===== config.mk =====
export PLATFORM = sky130hd
export DESIGN_NAME = uarm_top
export DESIGN_NICKNAME = d
export VERILOG_FILES = /design/src/verilog/uarm_pkg.sv /design/src/verilog/uarm_top.sv
export SDC_FILE = /design/constraint.sdc
export NUM_CORES = 1
export LEC_CHECK = 0
export BUFFER_PORTS_ARGS = -buffer_cell sky130_fd_sc_hd__buf_2
export CORE_UTILIZATION = 50
export DETAILED_ROUTE_END_ITERATION = 7
export HOLD_SLACK_MARGIN = 0.05
export PLACE_DENSITY = 0.81
export SLEW_MARGIN = 10
export SYNTH_ARGS = -nofsm -noshare
export SYNTH_HDL_FRONTEND = slang
export SYNTH_SLANG_ARGS = --single-unit

===== constraint.sdc =====
create_clock -name sys_clk -period 2.5 [get_ports sys_clk]
set_input_delay 0.5 -clock sys_clk [delete_from_list [all_inputs] [get_ports sys_clk]]
set_output_delay 0.5 -clock sys_clk [all_outputs]
set_load 0.05 [all_outputs]

===== src/verilog/uarm_pkg.sv =====
`default_nettype none
package uarm_pkg;
    // Register byte addresses, one aligned 32-bit word each.
    localparam int unsigned ADDR_W          = 16;
    localparam logic [15:0] OFS_VERSION     = 16'h8000;
    localparam logic [15:0] OFS_PATH        = 16'h8004;
    localparam logic [15:0] OFS_IRQ_ENABLE  = 16'h8100;
    localparam logic [15:0] OFS_IRQ_STATUS  = 16'h8104;
    localparam logic [15:0] OFS_TX_UTIL     = 16'h8200;
    localparam logic [15:0] OFS_RX_UTIL     = 16'h8204;
    localparam logic [15:0] OFS_UP_WRITE    = 16'h8208;
    localparam logic [15:0] OFS_DN_CPL      = 16'h820c;
    localparam logic [15:0] OFS_MON_CTRL    = 16'h8210;
    // Field positions.
    localparam int unsigned FAMILY_LSB      = 28;
    localparam int unsigned RELEASE_LSB     = 4;
    localparam int unsigned SUBVER_LSB      = 0;
    localparam int unsigned IRQ_LSB         = 28;
    localparam int unsigned MON_RST_BIT     = 0;
    // Fixed path codes per engine nibble.
    localparam logic [3:0]  HOST_TO_CARD_ENGINE0_CODE = 4'h1;
    localparam logic [3:0]  HOST_TO_CARD_ENGINE1_CODE = 4'h2;
    localparam logic [3:0]  CARD_TO_HOST_ENGINE0_CODE = 4'h9;
    localparam logic [3:0]  CARD_TO_HOST_ENGINE1_CODE = 4'ha;
    // Reset values.
    localparam logic [3:0]  IRQ_ENABLE_RST  = 4'h0;
    localparam logic [3:0]  IRQ_STATUS_RST  = 4'h0;
    // AXI responses.
    localparam logic [1:0]  RESP_OKAY       = 2'h0;
    localparam logic [1:0]  RESP_SLVERR     = 2'h2;
    // Packet header fields on the first beat.
    localparam int unsigned TLP_DATA_BIT    = 30;
    localparam logic [4:0]  TLP_TYPE_MEM    = 5'h00;
    localparam logic [4:0]  TLP_TYPE_CPL    = 5'h0a;
    localparam logic [10:0] TLP_LEN_MAX     = 11'h400;
    // Monitor channels.
    localparam int unsigned NCH             = 4;
    localparam int unsigned CH_TXU          = 0;
    localparam int unsigned CH_RXU          = 1;
    localparam int unsigned CH_MWR          = 2;
    localparam int unsigned CH_CPL          = 3;
    // Sample interval timing.
    localparam int unsigned CLK_PERIOD_NS   = 25;
    localparam int unsigned SAMPLE_PERIOD_NS = 1_000_000_000;
    localparam int unsigned SAMPLE_CYCLES_DFLT = SAMPLE_PERIOD_NS / CLK_PERIOD_NS;

    // One beat of a transaction interface, ready strobes active low.
    typedef struct packed {
        logic        sof_n;
        logic        src_rdy_n;
        logic        dst_rdy_n;
        logic [31:0] data;
    } uarm_trn_t;

    // Interrupt sources, ordered as status bits 31 down to 28.
    typedef struct packed {
        logic local_bus_error_flag;
        logic mac_interrupt_flag;
        logic memctl_tx_overflow_flag;
        logic memctl_rx_underflow_flag;
    } uarm_evt_t;
endpackage
`default_nettype wire


===== src/verilog/uarm_top.sv =====
// Added by the designer: the AXI4-Lite interface to the registers.
`default_nettype none
// How it works
// - All registers are 32 bits; undefined bits read back as zero.
// - Version word holds family 31:28, release 11:4, sub-version 3:0, read-only.
// - Path word holds fixed engine nibbles at 31:28, 27:24, 15:12, 11:8.
// - Interrupt enable has four read-write bits 31:28, cleared at reset.
// - Interrupt output is high while an enabled condition is pending.
// - Status bits set by hardware stay set until software writes one.
// - Status bits 31..28: bus error, MAC, transmit overflow, receive underflow.
// - All four monitor words update together once per second.
// - Each monitor word carries a 2-bit sample count in bits 1:0.
// - Measured counts sit in bits 31:2 in units of four bytes.
// - Transmit utilization advances on cycles with both transmit readies low.
// - Receive utilization advances on cycles with both receive readies low.
// - Upstream count accumulates payload of transmitted memory writes.
// - Downstream count accumulates payload of received completions with data.
// - Monitor control bit 0 is a soft reset clearing counters; resets to 0.
module uarm_top #(
    parameter int unsigned SAMPLE_CYCLES = uarm_pkg::SAMPLE_CYCLES_DFLT,
    parameter logic [3:0]  FAMILY_CODE   = 4'h5,  // Arbitrary value.
    parameter logic [7:0]  RELEASE_CODE  = 8'h3c, // Arbitrary value.
    parameter logic [3:0]  SUBVER_CODE   = 4'h7   // Arbitrary value.
) (
    input  wire logic                sys_clk,
    input  wire logic                arst_n,
    input  wire logic [15:0]         s_axi_awaddr,
    input  wire logic                s_axi_awvalid,
    output var  logic                s_axi_awready,
    input  wire logic [31:0]         s_axi_wdata,
    input  wire logic [3:0]          s_axi_wstrb,
    input  wire logic                s_axi_wvalid,
    output var  logic                s_axi_wready,
    output var  logic [1:0]          s_axi_bresp,
    output var  logic                s_axi_bvalid,
    input  wire logic                s_axi_bready,
    input  wire logic [15:0]         s_axi_araddr,
    input  wire logic                s_axi_arvalid,
    output var  logic                s_axi_arready,
    output var  logic [31:0]         s_axi_rdata,
    output var  logic [1:0]          s_axi_rresp,
    output var  logic                s_axi_rvalid,
    input  wire logic                s_axi_rready,
    input  wire uarm_pkg::uarm_trn_t trn_tx,
    input  wire uarm_pkg::uarm_trn_t trn_rx,
    input  wire uarm_pkg::uarm_evt_t evt,
    output var  logic                user_irq
);
    import uarm_pkg::*;

    logic [15:0] aw_addr_r;
    logic [31:0] w_data_r;
    logic [3:0]  w_strb_r;
    logic [15:0] ar_addr_r;
    logic        wr_go_w;
    logic        wr_ok_w;
    logic [3:0]  stat_clr_w;
    logic [3:0]  irq_en_r;
    logic [3:0]  irq_stat_r;
    logic        mon_rst_r;
    logic [31:0] tick_cnt_r;
    logic        tick_w;
    logic [1:0]  sample_r;
    logic        tx_beat_w;
    logic        rx_beat_w;
    logic [10:0] inc_w [NCH];
    wire  [31:0] mon_word [NCH];
    logic [31:0] version_w;
    logic [31:0] path_w;
    logic [31:0] rd_data_w;
    logic        rd_ok_w;

    // Payload length in four-byte units; a zero field means the maximum.
    function automatic logic [10:0] tlp_len(input logic [31:0] hdr);
        tlp_len = (hdr[9:0] == 10'h000) ? TLP_LEN_MAX : {1'b0, hdr[9:0]};
    endfunction

    ////////////////////////////////////////////////////////////////////////
    // AXI4-Lite write path.

    // Address and data are taken in either order; each ready drops once taken.
    assign wr_go_w = !s_axi_awready && !s_axi_wready && !s_axi_bvalid;

    // Writes to read-only words are accepted and ignored; holes answer SLVERR.
    always_comb begin
        unique case (aw_addr_r)
            OFS_VERSION, OFS_PATH, OFS_IRQ_ENABLE, OFS_IRQ_STATUS,
            OFS_TX_UTIL, OFS_RX_UTIL, OFS_UP_WRITE, OFS_DN_CPL,
            OFS_MON_CTRL: wr_ok_w = 1'b1;
            default:      wr_ok_w = 1'b0;
        endcase
    end

    // Handshake and response state for the single outstanding write.
    always_ff @(posedge sys_clk or negedge arst_n) begin
        if (!arst_n) begin
            s_axi_awready <= 1'b1;
            s_axi_wready  <= 1'b1;
            s_axi_bvalid  <= 1'b0;
            s_axi_bresp   <= RESP_OKAY;
            aw_addr_r     <= 16'h0000;
            w_data_r      <= 32'h0000_0000;
            w_strb_r      <= 4'h0;
        end else begin
            if (s_axi_awvalid && s_axi_awready) begin
                s_axi_awready <= 1'b0;
                aw_addr_r     <= {s_axi_awaddr[15:2], 2'b00};
            end
            if (s_axi_wvalid && s_axi_wready) begin
                s_axi_wready <= 1'b0;
                w_data_r     <= s_axi_wdata;
                w_strb_r     <= s_axi_wstrb;
            end
            if (wr_go_w) begin
                s_axi_bvalid <= 1'b1;
                s_axi_bresp  <= wr_ok_w ? RESP_OKAY : RESP_SLVERR;
            end
            if (s_axi_bvalid && s_axi_bready) begin
                s_axi_bvalid  <= 1'b0;
                s_axi_awready <= 1'b1;
                s_axi_wready  <= 1'b1;
            end
        end
    end

    ////////////////////////////////////////////////////////////////////////
    // Interrupt enable, status and output.

    // Enable bits live in byte lane 3, so only that strobe changes them.
    always_ff @(posedge sys_clk or negedge arst_n) begin
        if (!arst_n) begin
            irq_en_r <= IRQ_ENABLE_RST;
        end else if (wr_go_w && aw_addr_r == OFS_IRQ_ENABLE && w_strb_r[3]) begin
            irq_en_r <= w_data_r[IRQ_LSB +: 4];
        end
    end

    assign stat_clr_w = (wr_go_w && aw_addr_r == OFS_IRQ_STATUS && w_strb_r[3])
                      ? w_data_r[IRQ_LSB +: 4] : 4'h0;

    // A new event in the clearing cycle wins, so no error is ever lost.
    always_ff @(posedge sys_clk or negedge arst_n) begin
        if (!arst_n) begin
            irq_stat_r <= IRQ_STATUS_RST;
        end else begin
            irq_stat_r <= (irq_stat_r & ~stat_clr_w) | evt;
        end
    end

    // Registered, so the output lags the pending condition by one cycle.
    always_ff @(posedge sys_clk or negedge arst_n) begin
        if (!arst_n) begin
            user_irq <= 1'b0;
        end else begin
            user_irq <= |(irq_stat_r & irq_en_r);
        end
    end

    ////////////////////////////////////////////////////////////////////////
    // Monitor control and one-second sampling.

    // Software writes the soft reset and must write zero again to release it.
    always_ff @(posedge sys_clk or negedge arst_n) begin
        if (!arst_n) begin
            mon_rst_r <= 1'b0;
        end else if (wr_go_w && aw_addr_r == OFS_MON_CTRL && w_strb_r[0]) begin
            mon_rst_r <= w_data_r[MON_RST_BIT];
        end
    end

    assign tick_w = (tick_cnt_r == SAMPLE_CYCLES - 32'd1) && !mon_rst_r;

    // The interval restarts with the soft reset, so the first sample is whole.
    always_ff @(posedge sys_clk or negedge arst_n) begin
        if (!arst_n) begin
            tick_cnt_r <= 32'h0000_0000;
            sample_r   <= 2'h0;
        end else if (mon_rst_r) begin
            tick_cnt_r <= 32'h0000_0000;
            sample_r   <= 2'h0;
        end else if (tick_w) begin
            tick_cnt_r <= 32'h0000_0000;
            sample_r   <= sample_r + 2'h1;
        end else begin
            tick_cnt_r <= tick_cnt_r + 32'd1;
        end
    end

    // Per-cycle increments for each channel.
    assign tx_beat_w = !trn_tx.src_rdy_n && !trn_tx.dst_rdy_n;
    assign rx_beat_w = !trn_rx.src_rdy_n && !trn_rx.dst_rdy_n;

    // Each beat moves one 32-bit word, so utilization counts four-byte units.
    always_comb begin
        inc_w[CH_TXU] = {10'h000, tx_beat_w};
        inc_w[CH_RXU] = {10'h000, rx_beat_w};
        inc_w[CH_MWR] = 11'h000;
        inc_w[CH_CPL] = 11'h000;
        if (tx_beat_w && !trn_tx.sof_n && trn_tx.data[TLP_DATA_BIT]
            && trn_tx.data[28:24] == TLP_TYPE_MEM) begin
            inc_w[CH_MWR] = tlp_len(trn_tx.data);
        end
        if (rx_beat_w && !trn_rx.sof_n && trn_rx.data[TLP_DATA_BIT]
            && trn_rx.data[28:24] == TLP_TYPE_CPL) begin
            inc_w[CH_CPL] = tlp_len(trn_rx.data);
        end
    end

    // Live accumulator and published snapshot per channel; counts wrap.
    for (genvar i = 0; i < NCH; i++) begin : g_ch
        logic [29:0] acc_r;
        logic [29:0] snap_r;

        // The tick cycle's own increment opens the next interval.
        always_ff @(posedge sys_clk or negedge arst_n) begin
            if (!arst_n) begin
                acc_r  <= 30'h0000_0000;
                snap_r <= 30'h0000_0000;
            end else if (mon_rst_r) begin
                acc_r  <= 30'h0000_0000;
                snap_r <= 30'h0000_0000;
            end else if (tick_w) begin
                acc_r  <= {19'h0_0000, inc_w[i]};
                snap_r <= acc_r;
            end else begin
                acc_r  <= acc_r + {19'h0_0000, inc_w[i]};
            end
        end

        assign mon_word[i] = {snap_r, sample_r};
    end

    ////////////////////////////////////////////////////////////////////////
    // AXI4-Lite read path.

    assign version_w = {FAMILY_CODE, 16'h0000, RELEASE_CODE, SUBVER_CODE};
    assign path_w    = {HOST_TO_CARD_ENGINE0_CODE, HOST_TO_CARD_ENGINE1_CODE, 8'h00,
                        CARD_TO_HOST_ENGINE0_CODE, CARD_TO_HOST_ENGINE1_CODE, 8'h00};

    // Unused bit positions are padded with zero in every word.
    always_comb begin
        rd_ok_w = 1'b1;
        unique case ({s_axi_araddr[15:2], 2'b00})
            OFS_VERSION:    rd_data_w = version_w;
            OFS_PATH:       rd_data_w = path_w;
            OFS_IRQ_ENABLE: rd_data_w = {irq_en_r, 28'h000_0000};
            OFS_IRQ_STATUS: rd_data_w = {irq_stat_r, 28'h000_0000};
            OFS_TX_UTIL:    rd_data_w = mon_word[CH_TXU];
            OFS_RX_UTIL:    rd_data_w = mon_word[CH_RXU];
            OFS_UP_WRITE:   rd_data_w = mon_word[CH_MWR];
            OFS_DN_CPL:     rd_data_w = mon_word[CH_CPL];
            OFS_MON_CTRL:   rd_data_w = {31'h0000_0000, mon_rst_r};
            default: begin
                rd_data_w = 32'h0000_0000;
                rd_ok_w   = 1'b0;
            end
        endcase
    end

    // Data is captured at acceptance, so it is stable while rvalid waits.
    always_ff @(posedge sys_clk or negedge arst_n) begin
        if (!arst_n) begin
            s_axi_arready <= 1'b1;
            s_axi_rvalid  <= 1'b0;
            s_axi_rdata   <= 32'h0000_0000;
            s_axi_rresp   <= RESP_OKAY;
            ar_addr_r     <= 16'h0000;
        end else if (s_axi_arvalid && s_axi_arready) begin
            s_axi_arready <= 1'b0;
            s_axi_rvalid  <= 1'b1;
            s_axi_rdata   <= rd_data_w;
            s_axi_rresp   <= rd_ok_w ? RESP_OKAY : RESP_SLVERR;
            ar_addr_r     <= {s_axi_araddr[15:2], 2'b00};
        end else if (s_axi_rvalid && s_axi_rready) begin
            s_axi_rvalid  <= 1'b0;
            s_axi_arready <= 1'b1;
        end
    end
endmodule
`default_nettype wire


==> reports/results.tsv, run 1 <==
stage	metric	value	unit
run_status	status	complete, but fails checks	
run_status	failing checks	setup timing	
global_route	via count of the first global-routing pass	15042	
global_route	antenna violations before repair	1	
synthesis	Synth area leader	dfrtp_1	
synthesis	Synth Instances	1855	
min_path	WHS Path Cells	2	
place	DP Cell Count	2485	
layout	post-layout util	64.9	%
synthesis	Most used DFF post-synth	dfrtp_1	
synthesis	top cell type's share of synthesized area	49.8	%
power_and_ir_drop	VDD IR max	0.000578	V
routing	Routed WL	48600	um
global_route	Total Routing Usage GR	27.1	%
layout	Area Growth Syn to Fin	27.2	%
sta	slew margin rel.	20.6	%
routing	WL per Instance	18.8	um
place	Worst Setup Slack post-DPL	-1200	ps
sta	Slew @ Worst Pin	1190	ps
global_route	grt ovf	0	
sta	Final min period	3090	ps
synthesis	FF+latch count, synth	344	
place	Final HPWL DP	32400	um
power_and_ir_drop	total power	13.5	mW
setup_path	r2r endpoint	g_ch[3].acc_r[12]$_DFF_PN0_	
synthesis	synth warn	0	
routing	DRC	0	
clock_network	worst-skew pair later-pin latency	540	ps
floorplan	die extent in x	187	um
floorplan	Initial Utilization	51.0	%
clock_network	CTS tree	done	
sta	Worst Clk Skew	22.4	ps
synthesis	Netlist cell types	83	
synthesis	Area contributors post-synth	dfrtp_1 (50%), nand2_1 (8.7%), a21oi_1 (5.3%)	
min_path	hold path endpoint	s_axi_awready$_DFFE_PN1P_	
setup_path	slowest CP cell	or4b_4	
setup_path	Worst path most repeated cell	nor3_4	
sta	final hold violation count	0	
synthesis	ys async rst share	100	%
synthesis	sequential-to-total area share from yosys stat	50.2	%
setup_path	slowest stage delay, CP	550	ps
run	# Max-Cap Violations	0	
sta	final setup vio count	46	
global_route	first-pass GRT wire length	77200	um
min_path	Min-Delay Path Class	primary input to flip-flop	
setup_path	CP endpoint kind	flip-flop	
sta	WHS	156	ps
floorplan	total die area	35000	um2
setup_path	worst r2r path cells	11	
clock_network	Clock Path Buffers	3	
layout	n_diodes	0	
routing	total number of vias	15331	
floorplan	die span in y	187	um
routing	Routed Antenna Nets	0	
synthesis	Mapped Area	17100	um2
clock_network	cts bufs inserted	37	
layout	Layout Nets	2287	
layout	multi-input logic area	8820	um2
floorplan	CORE AREA	33600	um2
sta	final worst setup slack	-595	ps
synthesis	Post-Syn Area per Cell	9.24	um2
clock_network	clock root cell	clkbuf_16	
layout	# fillers	2472	
setup_path	crit-path cells	buf_6 -> or4b_4 -> nor3_4 -> and2_4 -> ha_4 -> fa_2 -> and3_4 -> nor3_4 -> o41ai_2 -> a31oi_2 -> a211o_1 -> a2111o_1 -> o21ai_1	
sta	Fmax	0.323	GHz
clock_network	CTS sink count	344	
routing	drt initial violations	1556	
place	port bufs	123	
clock_network	Reg clk slew, reported paths	60	ps
power_and_ir_drop	P_leak	9.83	nW
layout	layout cell share with drive strength beyond 1	26.2	%
setup_path	kind of start point of the critical path	primary input	
setup_path	critical path data arrival time	3540	ps
setup_path	reg-to-reg setup timing slack	-210	ps
setup_path	Crit Path Max Fanout	6	
global_route	largest net degree at the start of global routing	102	
routing	DRT Pass-1 Iters	7	
sta	max-slew violations	0	
power_and_ir_drop	Power Dens Cells	617	nW/um2
setup_path	CP Data Required Time	2950	ps
setup_path	Crit path max-delay family	compound AO/OA/AOI/OAI gates	
min_path	hold wc startpoint	s_axi_awvalid	
setup_path	WS Path Type	primary input to flip-flop	
setup_path	WP buf/inv	1	
sta	Final period util	124	%
place	Placer Congestion	0.905	
clock_network	H-tree Lvls	2	
setup_path	FF-to-FF Start	g_ch[3].acc_r[0]$_DFF_PN0_	
floorplan	site row count	67	
floorplan	I/O Pins	191	
synthesis	number of flops mapped to enable cells by yosys	0	
layout	Register Area	8620	um2
layout	non-filler cells, final	2589	
sta	RSZ-0062 raised after global routing	yes	
routing	Vias/cell	5.92	
Yosys cell counts (all sizes together) (13+ instances only):
| cell type | n |
|---|---|
| and4 | 15 |
| nor3 | 24 |
| mux2 | 26 |
| xor2 | 51 |
| nor2 | 160 |
| nand2 | 399 |
| xnor2 | 54 |
| ha | 23 |
| a221oi | 17 |
| clkbuf | 78 |
| and2 | 25 |
| a21oi | 184 |
| a22o | 13 |
| buf | 22 |
| dfrtp | 341 |
| and3 | 30 |
| nor4 | 18 |
| o21ai | 69 |
| or3 | 29 |
| a21o | 20 |
| nand4 | 26 |
| nand3 | 54 |
| inv | 26 |
how the worst max path moves through the flow:
stage | from | end | depth (start not counted)
CTS | trn_rx[28] | g_ch[3].acc_r[18]$_DFF_PN0_ | 13
detailed placement | trn_rx[28] | g_ch[3].acc_r[20]$_DFF_PN0_ | 13
global placement | trn_rx[28] | g_ch[3].acc_r[18]$_DFF_PN0_ | 13
global route | trn_rx[28] | g_ch[3].acc_r[18]$_DFF_PN0_ | 14
finish | trn_rx[28] | g_ch[3].acc_r[18]$_DFF_PN0_ | 13
floorplan | trn_rx[28] | g_ch[3].acc_r[18]$_DFF_PN0_ | 13
what timing repair did:
action	CTS	global route
endpoints found under the setup margin	52	107
hold buffers	1	0
resized for setup	42	75
pin swaps	23	44
gates cloned	2	0
buffers inserted	16	20
endpoints found under the hold margin	33	0
registers in the layout (all words and copies together), names as in the netlist, 4 cells and up:
register     flops
g_ch.acc_r     120
g_ch.snap_r    120
s_axi_rdata     32
tick_cnt_r      32
aw_addr_r       14
w_data_r         5
irq_en_r         4
irq_stat_r       4
logic make-up (layout without fill, tap and decap cells):
logic type	Yosys count	in the layout	share of synthesized area, %
muxes	36	36	2.29
adders and majority gates	26	26	1.97
buffers and inverters	126	410	3.25
DFF	344	344	50.2
xor gates and xnor gates	105	105	5.36
other	1	2	0.0219
and+or+nand+nor	818	819	22.0
AOI/OAI and AO/OA	399	399	14.9
power breakdown:
| part | switching (mW) | total [mW] | internal (mW) |
|---|---|---|---|
| sequential | 0.385 | 6.34 | 5.96 |
| combinational | 0.682 | 1.25 | 0.566 |
| clock | 2.37 | 5.88 | 3.51 |
| total | 3.43 | 13.5 | 10.0 |
through the flow:
stage               cell area (um2)  setup TNS [ps]
floorplan                     17500          -30970
global placement              19700          -56750
detailed placement            19700          -63700
CTS                           21300           -9960
global route                  21800          -16380
finish                        21800          -12210
final cells by class:
| type | count | share of cell area [%] |
|---|---|---|
| Sequential cell | 344 | 39.5 |
| Clock inverter | 21 | 1.24 |
| Inverter | 26 | 0.447 |
| Timing Repair Buffer | 317 | 11.1 |
| Multi-Input combinational cell | 1387 | 40.4 |
| Tap cell | 448 | 2.57 |
| Clock buffer | 46 | 4.77 |
layout by cell type (no fill, tap or decap), drive strengths merged, types with 6 or more instances in the layout:
| cell | instances |
|---|---|
| nand2 | 399 |
| dfrtp | 341 |
| buf | 315 |
| a21oi | 184 |
| nor2 | 161 |
| o21ai | 69 |
| xnor2 | 54 |
| nand3 | 54 |
| xor2 | 51 |
| clkbuf | 47 |
| and3 | 30 |
| inv | 30 |
| or3 | 29 |
| nand4 | 26 |
| mux2 | 26 |
| and2 | 25 |
| nor3 | 24 |
| ha | 23 |
| a21o | 20 |
| nor4 | 18 |
| a221oi | 17 |
| and4 | 15 |
| a22o | 13 |
| a221o | 10 |
| mux2i | 10 |
| a211oi | 10 |
| a22oi | 9 |
| a21boi | 9 |
| or4 | 8 |
| clkinv | 8 |
| a222oi | 7 |
| a31oi | 7 |
| nand2b | 6 |
| o21a | 6 |
metal layers:
layer  track usage (%)  vias up  wire, um
met2              43.5      672     23200
li1                  -     6990         -
met4              10.2        2      1600
met1              37.0     7515     20000
met5                 0        -        11
met3              4.52      152      3810
(Power assumes the default switching activity.)
==> inputs of run 2 (changes only) <==
==> constraint.sdc (replaced) <==
create_clock -name sys_clk -period 2.8 [get_ports sys_clk]
set_input_delay 0.56 -clock sys_clk [delete_from_list [all_inputs] [get_ports sys_clk]]
set_output_delay 0.56 -clock sys_clk [all_outputs]
set_load 0.05 [all_outputs]
==> run 2 against run 1 <==
  * Critical path depth is the same
  * Routed wire length shrank 4.2%
  * Largest cell class is now sequential cells
  * Count of clock-buffer cells in the layout grew 12
  * Final cell count shrank 1.8%
  * Highest routed layer is now met4
  * Largest power group unchanged
  * Total power shrank 15%
  * First-iteration DRC count grew 2.9%
  * Final area shrank 3.7%
  * Worst hold slack gained 52 ps
  * Die area is the same
  * Global-route usage shrank 0.60 points
  * Core utilization shrank 2.4 points
  * The run still ends with setup timing left
  * Clock skew shrank 5.3 ps
==> reports/results.tsv, run 2 (synthesis results as in run 1) <==
stage	metric	value	unit	change
run_status	status	complete, but fails checks		
run_status	failing checks	setup timing		
routing	DRT Pass-1 Iters	6		-1
clock_network	cts bufs inserted	38		+2.7%
setup_path	CP endpoint kind	flip-flop		
global_route	met1 GRT Util	35.6	%	-1.4 points
floorplan	Initial Utilization	51.0	%	unchanged
clock_network	Reg clk slew, reported paths	60	ps	about the same
clock_network	Clock Path Buffers	3		unchanged
sta	Final period util	111	%	
layout	# fillers	2594		+4.9%
layout	non-filler cells, final	2542		-1.8%
sta	final hold violation count	0		unchanged
setup_path	critical path data arrival time	3550	ps	about the same
global_route	via count of the first global-routing pass	14619		-2.8%
place	Final HPWL DP	31400	um	-3.1%
sta	slew margin rel.	51.9	%	+31 points
power_and_ir_drop	Power Dens Cells	543	nW/um2	-12%
floorplan	I/O Pins	191		unchanged
power_and_ir_drop	VDD IR max	0.000492	V	-15%
place	DP Cell Count	2461		-0.97%
place	port bufs	123		unchanged
routing	Vias/cell	5.93		+0.10%
clock_network	CTS tree	done		
clock_network	clock root cell	clkbuf_16		
setup_path	Crit Path Max Fanout	7		+1
sta	max-slew violations	0		unchanged
min_path	Min-Delay Path Class	primary input to flip-flop		
layout	layout cell share with drive strength beyond 1	22.3	%	-3.9 points
setup_path	kind of start point of the critical path	primary input		
layout	post-layout util	62.5	%	-2.4 points
layout	most common cell after layout, fill and taps aside	nand2_1		
layout	largest registers	g_ch.acc_r (120), g_ch.snap_r (120)		
clock_network	CTS sink count	344		unchanged
global_route	GR peak layer	met2		
layout	Layout Nets	2243		-1.9%
floorplan	total die area	35000	um2	unchanged
floorplan	CORE AREA	33600	um2	unchanged
global_route	grt ovf	0		unchanged
routing	total number of vias	15068		-1.7%
sta	WHS	208	ps	+52.0 ps
floorplan	site row count	67		unchanged
power_and_ir_drop	total power	11.4	mW	-15%
sta	Worst Clk Skew	17.1	ps	-5.28 ps
routing	Routed WL	46600	um	-4.2%
place	Placer Congestion	0.909		+0.48%
sta	Fin Setup TNS	-4040	ps	+8160 ps
sta	final setup vio count	26		-43%
sta	final worst setup slack	-313	ps	+282 ps
global_route	antenna violations before repair	0		-1
layout	Area Growth Syn to Fin	22.5	%	
run	# Max-Cap Violations	0		unchanged
floorplan	die extent in x	187	um	unchanged
floorplan	die span in y	187	um	unchanged
global_route	first-pass GRT wire length	75800	um	-1.8%
routing	DRC	0		unchanged
sta	Fmax	0.321	GHz	
power_and_ir_drop	P_leak	9.42	nW	-4.2%
setup_path	CP Data Required Time	3230	ps	+280 ps
clock_network	H-tree Lvls	2		unchanged
layout	n_diodes	0		unchanged
clock_network	worst-skew pair later-pin latency	520	ps	-20 ps
routing	drt initial violations	1601		+2.9%
layout	most frequent cells in the layout	nand2_1 (399), dfrtp_1 (340), a21oi_1 (173)		
global_route	Total Routing Usage GR	26.5	%	-0.60 points
routing	WL per Instance	18.3	um	-2.4%
routing	Routed Antenna Nets	0		unchanged
global_route	met3 Usage GRT	3.75	%	-0.77 points
sta	Final min period	3110	ps	
global_route	Global Route met2 Usage	44.4	%	+0.92 points
global_route	largest net degree at the start of global routing	143		+40%
sta	Slew @ Worst Pin	721	ps	-469 ps
sta	RSZ-0062 raised after global routing	yes		
setup_path	WS Path Type	primary input to flip-flop		
[run 2: worst paths after layout]
kind	slack, ps	from	end	cells after the start
worst max-delay path	-310	trn_rx[28]	g_ch[3].acc_r[18]$_DFF_PN0_	13
worst min-delay path	210	s_axi_wvalid	s_axi_wready$_DFFE_PN1P_	2
worst max register to register	190	tick_cnt_r[9]$_DFF_PN0_	g_ch[1].acc_r[12]$_DFF_PN0_	6
worst min register to register	470	s_axi_rdata[21]$_DFFE_PN0P_	s_axi_rdata[21]$_DFFE_PN0P_	2
max in group asynchronous	1290	arst_n	mon_rst_r$_DFFE_PN0P_	3
min in group asynchronous	580	arst_n	g_ch[2].acc_r[3]$_DFF_PN0_	2
[run 2: timing repair]
item	4_1_cts	5_1_grt
endpoints found under the setup margin	28	38
gates cloned	1	0
hold endpoints to repair	47	0
pin swaps	16	16
setup buffers	8	7
hold buffers	1	0
resized for setup	31	33
[run 2: power by group]
part / switching [mW] / leakage, nW / internal (mW)
registers: 0.344 / 4.60 / 5.32
logic: 0.594 / 4.25 / 0.480
clock network: 1.93 / 0.569 / 2.74
[run 2: layout make-up]
| cell class | count | area (um2) | area share [%] |
|---|---|---|---|
| Clock buffer | 58 | 1120 | 5.32 |
| Clock inverter | 7 | 41.3 | 0.197 |
| Inverter | 26 | 97.6 | 0.465 |
| Multi-Input combinational cell | 1387 | 8580 | 40.8 |
| Sequential cell | 344 | 8620 | 41.0 |
| Tap cell | 448 | 561 | 2.67 |
| Timing Repair Buffer | 272 | 1990 | 9.50 |
[run 2: metrics by stage]
stage / setup slack (ps) / cell area, um2
5_1_grt: -372 / 21000
6_report: -313 / 21000
3_5_place_dp: -872 / 19400
2_1_floorplan: -696 / 17500
4_1_cts: -255 / 20800
3_3_place_gp: -784 / 19400
[run 2: per-layer routing]
metal,part of all wire [%],wire [um]
met1,41,19100
met5,0,0
met4,3.1,1460
met2,49,23000
met3,6.5,3040
[run 2: worst max-delay path: stages]
cell	delay (ps)
buf_8	100
or4b_4	550
nor3_4	140
and2_4	180
ha_4	140
fa_2	220
and3_4	210
nor3_4	50
o41ai_2	360
a31oi_2	180
a211o_4	400
a2111o_1	370
o21ai_1	80
==> inputs of run 3 (changes only) <==
--- a/config.mk
+++ b/config.mk
@@ -10,6 +10,7 @@
 export DETAILED_ROUTE_END_ITERATION = 7
 export HOLD_SLACK_MARGIN = 0.05
 export PLACE_DENSITY = 0.81
+export REMOVE_ABC_BUFFERS = 1
 export SLEW_MARGIN = 10
 export SYNTH_ARGS = -nofsm -noshare
 export SYNTH_HDL_FRONTEND = slang
==> run 3 against run 2 <==
  * The flow still finishes with violations (setup timing)
  * Sequential power hardly changed
  * Fmax shrank 2.1%
  * Sequential cell count unchanged
  * Routed wire length is 0.27% higher
  * Final cell count rose by 0.51%
  * Clock power rose by 3%
  * Sequential share of layout area down 0.29 points
  * Core utilization grew 0.45 points
  * Global-route usage is 0.42 points lower
  * Largest power group unchanged
==> reports/results.tsv, run 3 (synthesis results as in run 1) <==
stage	metric	value	unit	change
run_status	status	complete, but fails checks		
run_status	failing checks	setup timing		
sta	final setup vio count	34		+31%
global_route	antenna violations before repair	0		unchanged
setup_path	Crit Path Max Fanout	5		-2
power_and_ir_drop	P_leak	9.54	nW	+1.3%
sta	Worst Clk Skew	24.2	ps	+7.08 ps
routing	DRC	0		unchanged
layout	Layout Nets	2255		+0.53%
layout	largest registers	g_ch.acc_r (120), g_ch.snap_r (120)		
sta	Final period util	114	%	+2.4 points
floorplan	die span in y	187	um	unchanged
sta	final hold violation count	0		unchanged
setup_path	Crit path max-delay family	compound AO/OA/AOI/OAI gates		
layout	Area Growth Syn to Fin	23.4	%	
layout	most common cell after layout, fill and taps aside	nand2_1		
routing	DRT Pass-1 Iters	5		-1
setup_path	kind of start point of the critical path	primary input		
setup_path	slowest CP cell	or4b_4		
place	Post-DP Area	19100	um2	-1.7%
floorplan	total die area	35000	um2	unchanged
setup_path	critical path data arrival time	3630	ps	+80 ps
global_route	Total Routing Usage GR	26.1	%	-0.42 points
sta	slew margin rel.	54.3	%	+2.4 points
setup_path	WP buf/inv	1		unchanged
sta	final worst setup slack	-381	ps	-68.2 ps
floorplan	Initial Utilization	51.0	%	unchanged
layout	layout cell share with drive strength beyond 1	22.8	%	+0.48 points
global_route	first-pass GRT wire length	75300	um	-0.77%
place	Worst Setup Slack post-DPL	-1210	ps	-338 ps
sta	Final min period	3180	ps	+68.2 ps
setup_path	FF-to-FF Start	g_ch[3].acc_r[0]$_DFF_PN0_		
min_path	Min-Delay Path Class	primary input to flip-flop		
setup_path	Worst path most repeated cell	nor3_4		
sta	WHS	199	ps	-9.22 ps
global_route	largest net degree at the start of global routing	143		unchanged
min_path	hold wc startpoint	s_axi_awvalid		
setup_path	CP endpoint kind	flip-flop		
floorplan	CORE AREA	33600	um2	unchanged
power_and_ir_drop	VDD IR max	0.000475	V	-3.5%
setup_path	crit-path cells	buf_6 -> or4b_4 -> nor3_4 -> and2_4 -> ha_4 -> fa_2 -> and3_4 -> nor3_4 -> o41ai_4 -> a31oi_4 -> a211o_1 -> a2111o_1 -> o21ai_1		
layout	# fillers	2551		-1.7%
floorplan	site row count	67		unchanged
setup_path	WS Path Type	primary input to flip-flop		
clock_network	cts bufs inserted	38		unchanged
routing	drt initial violations	1376		-14%
setup_path	slowest stage delay, CP	560	ps	about the same
global_route	via count of the first global-routing pass	15119		+3.4%
sta	Fin Setup TNS	-6850	ps	-2810 ps
setup_path	CP Data Required Time	3250	ps	+20 ps
layout	n_diodes	0		unchanged
sta	max-slew violations	0		unchanged
run	# Max-Cap Violations	0		unchanged
place	Placer Congestion	0.898		-1.2%
layout	most frequent cells in the layout	nand2_1 (398), dfrtp_1 (340), a21oi_1 (169)		
layout	Final Cell Area	21200	um2	+0.71%
clock_network	CTS sink count	344		unchanged
clock_network	worst-skew pair later-pin latency	530	ps	about the same
routing	Routed Antenna Nets	0		unchanged
clock_network	Reg clk slew, reported paths	60	ps	about the same
place	Final HPWL DP	29700	um	-5.5%
setup_path	crit path launch	trn_rx[28]		
clock_network	Clock Path Buffers	3		unchanged
sta	Fmax	0.314	GHz	-2.1%
clock_network	H-tree Lvls	2		unchanged
routing	Vias/cell	5.90		-0.48%
routing	Routed WL	46700	um	+0.27%
sta	RSZ-0062 raised after global routing	yes		
sta	Slew @ Worst Pin	679	ps	-42.3 ps
routing	WL per Instance	18.3	um	-0.24%
routing	total number of vias	15072		+0.027%
power_and_ir_drop	total power	11.5	mW	+1.0%
floorplan	I/O Pins	191		unchanged
floorplan	die extent in x	187	um	unchanged
clock_network	CTS tree	done		
clock_network	clock root cell	clkbuf_16		
place	port bufs	123		unchanged
global_route	grt ovf	0		unchanged
power_and_ir_drop	Power Dens Cells	545	nW/um2	+0.33%
-- run 3: repair_timing --
action | 4_1_cts | 5_1_grt
resized for setup | 88 | 49
hold buffers | 1 | 0
hold endpoints to repair | 28 | 0
buffers inserted | 19 | 11
setup endpoints to repair | 46 | 47
gates cloned | 1 | 1
pin swaps | 41 | 30
-- run 3: area by class of cell --
cell class | count | area, um2 | share of cell area (%)
sequential | 344 | 8620 | 40.7
multi-input combinational | 1387 | 8560 | 40.5
timing repair buffer | 284 | 2140 | 10.1
clock buffer | 53 | 1070 | 5.05
tap | 448 | 561 | 2.65
clock inverter | 13 | 113 | 0.532
inverter | 26 | 97.6 | 0.461
-- run 3: worst register-to-register path, delay by kind of cell (launching register included) --
kind	cells	cell delay (ps)
buf+inv	1	130
simple gates	4	1070
compound gates	3	360
fa+ha+maj	2	580
flops	1	420
-- run 3: through the flow --
stage	util [%]	instances
floorplan	-	1756
global placement	56.8	2457
detailed placement	56.8	2457
CTS	61.9	2544
global route	62.9	2555
finish	62.9	2555
-- run 3: path summary, 6_finish.rpt --
check,end,slack (ps),cells past startpoint
max reg2reg,g_ch[3].acc_r[6]$_DFF_PN0_,180,10
max,g_ch[3].acc_r[18]$_DFF_PN0_,-380,13
max in group asynchronous,mon_rst_r$_DFFE_PN0P_,1400,3
min reg2reg,s_axi_rdata[21]$_DFFE_PN0P_,480,2
min in group asynchronous,tick_cnt_r[17]$_DFF_PN0_,510,2
min,s_axi_awready$_DFFE_PN1P_,200,2
-- run 3: power breakdown --
group	internal, mW	switching (mW)
Sequential	5.32	0.329
Combinational	0.482	0.603
Clock	2.76	2.04
-- run 3: metal layers --
metal / GRT usage [%] / wire length (um) / vias up
met4: 12.1 / 1970 / 0
met2: 43.7 / 23100 / 587
met5: 0 / 0 / -
li1: - / - / 6917
met3: 2.65 / 2710 / 135
met1: 34.2 / 18900 / 7433
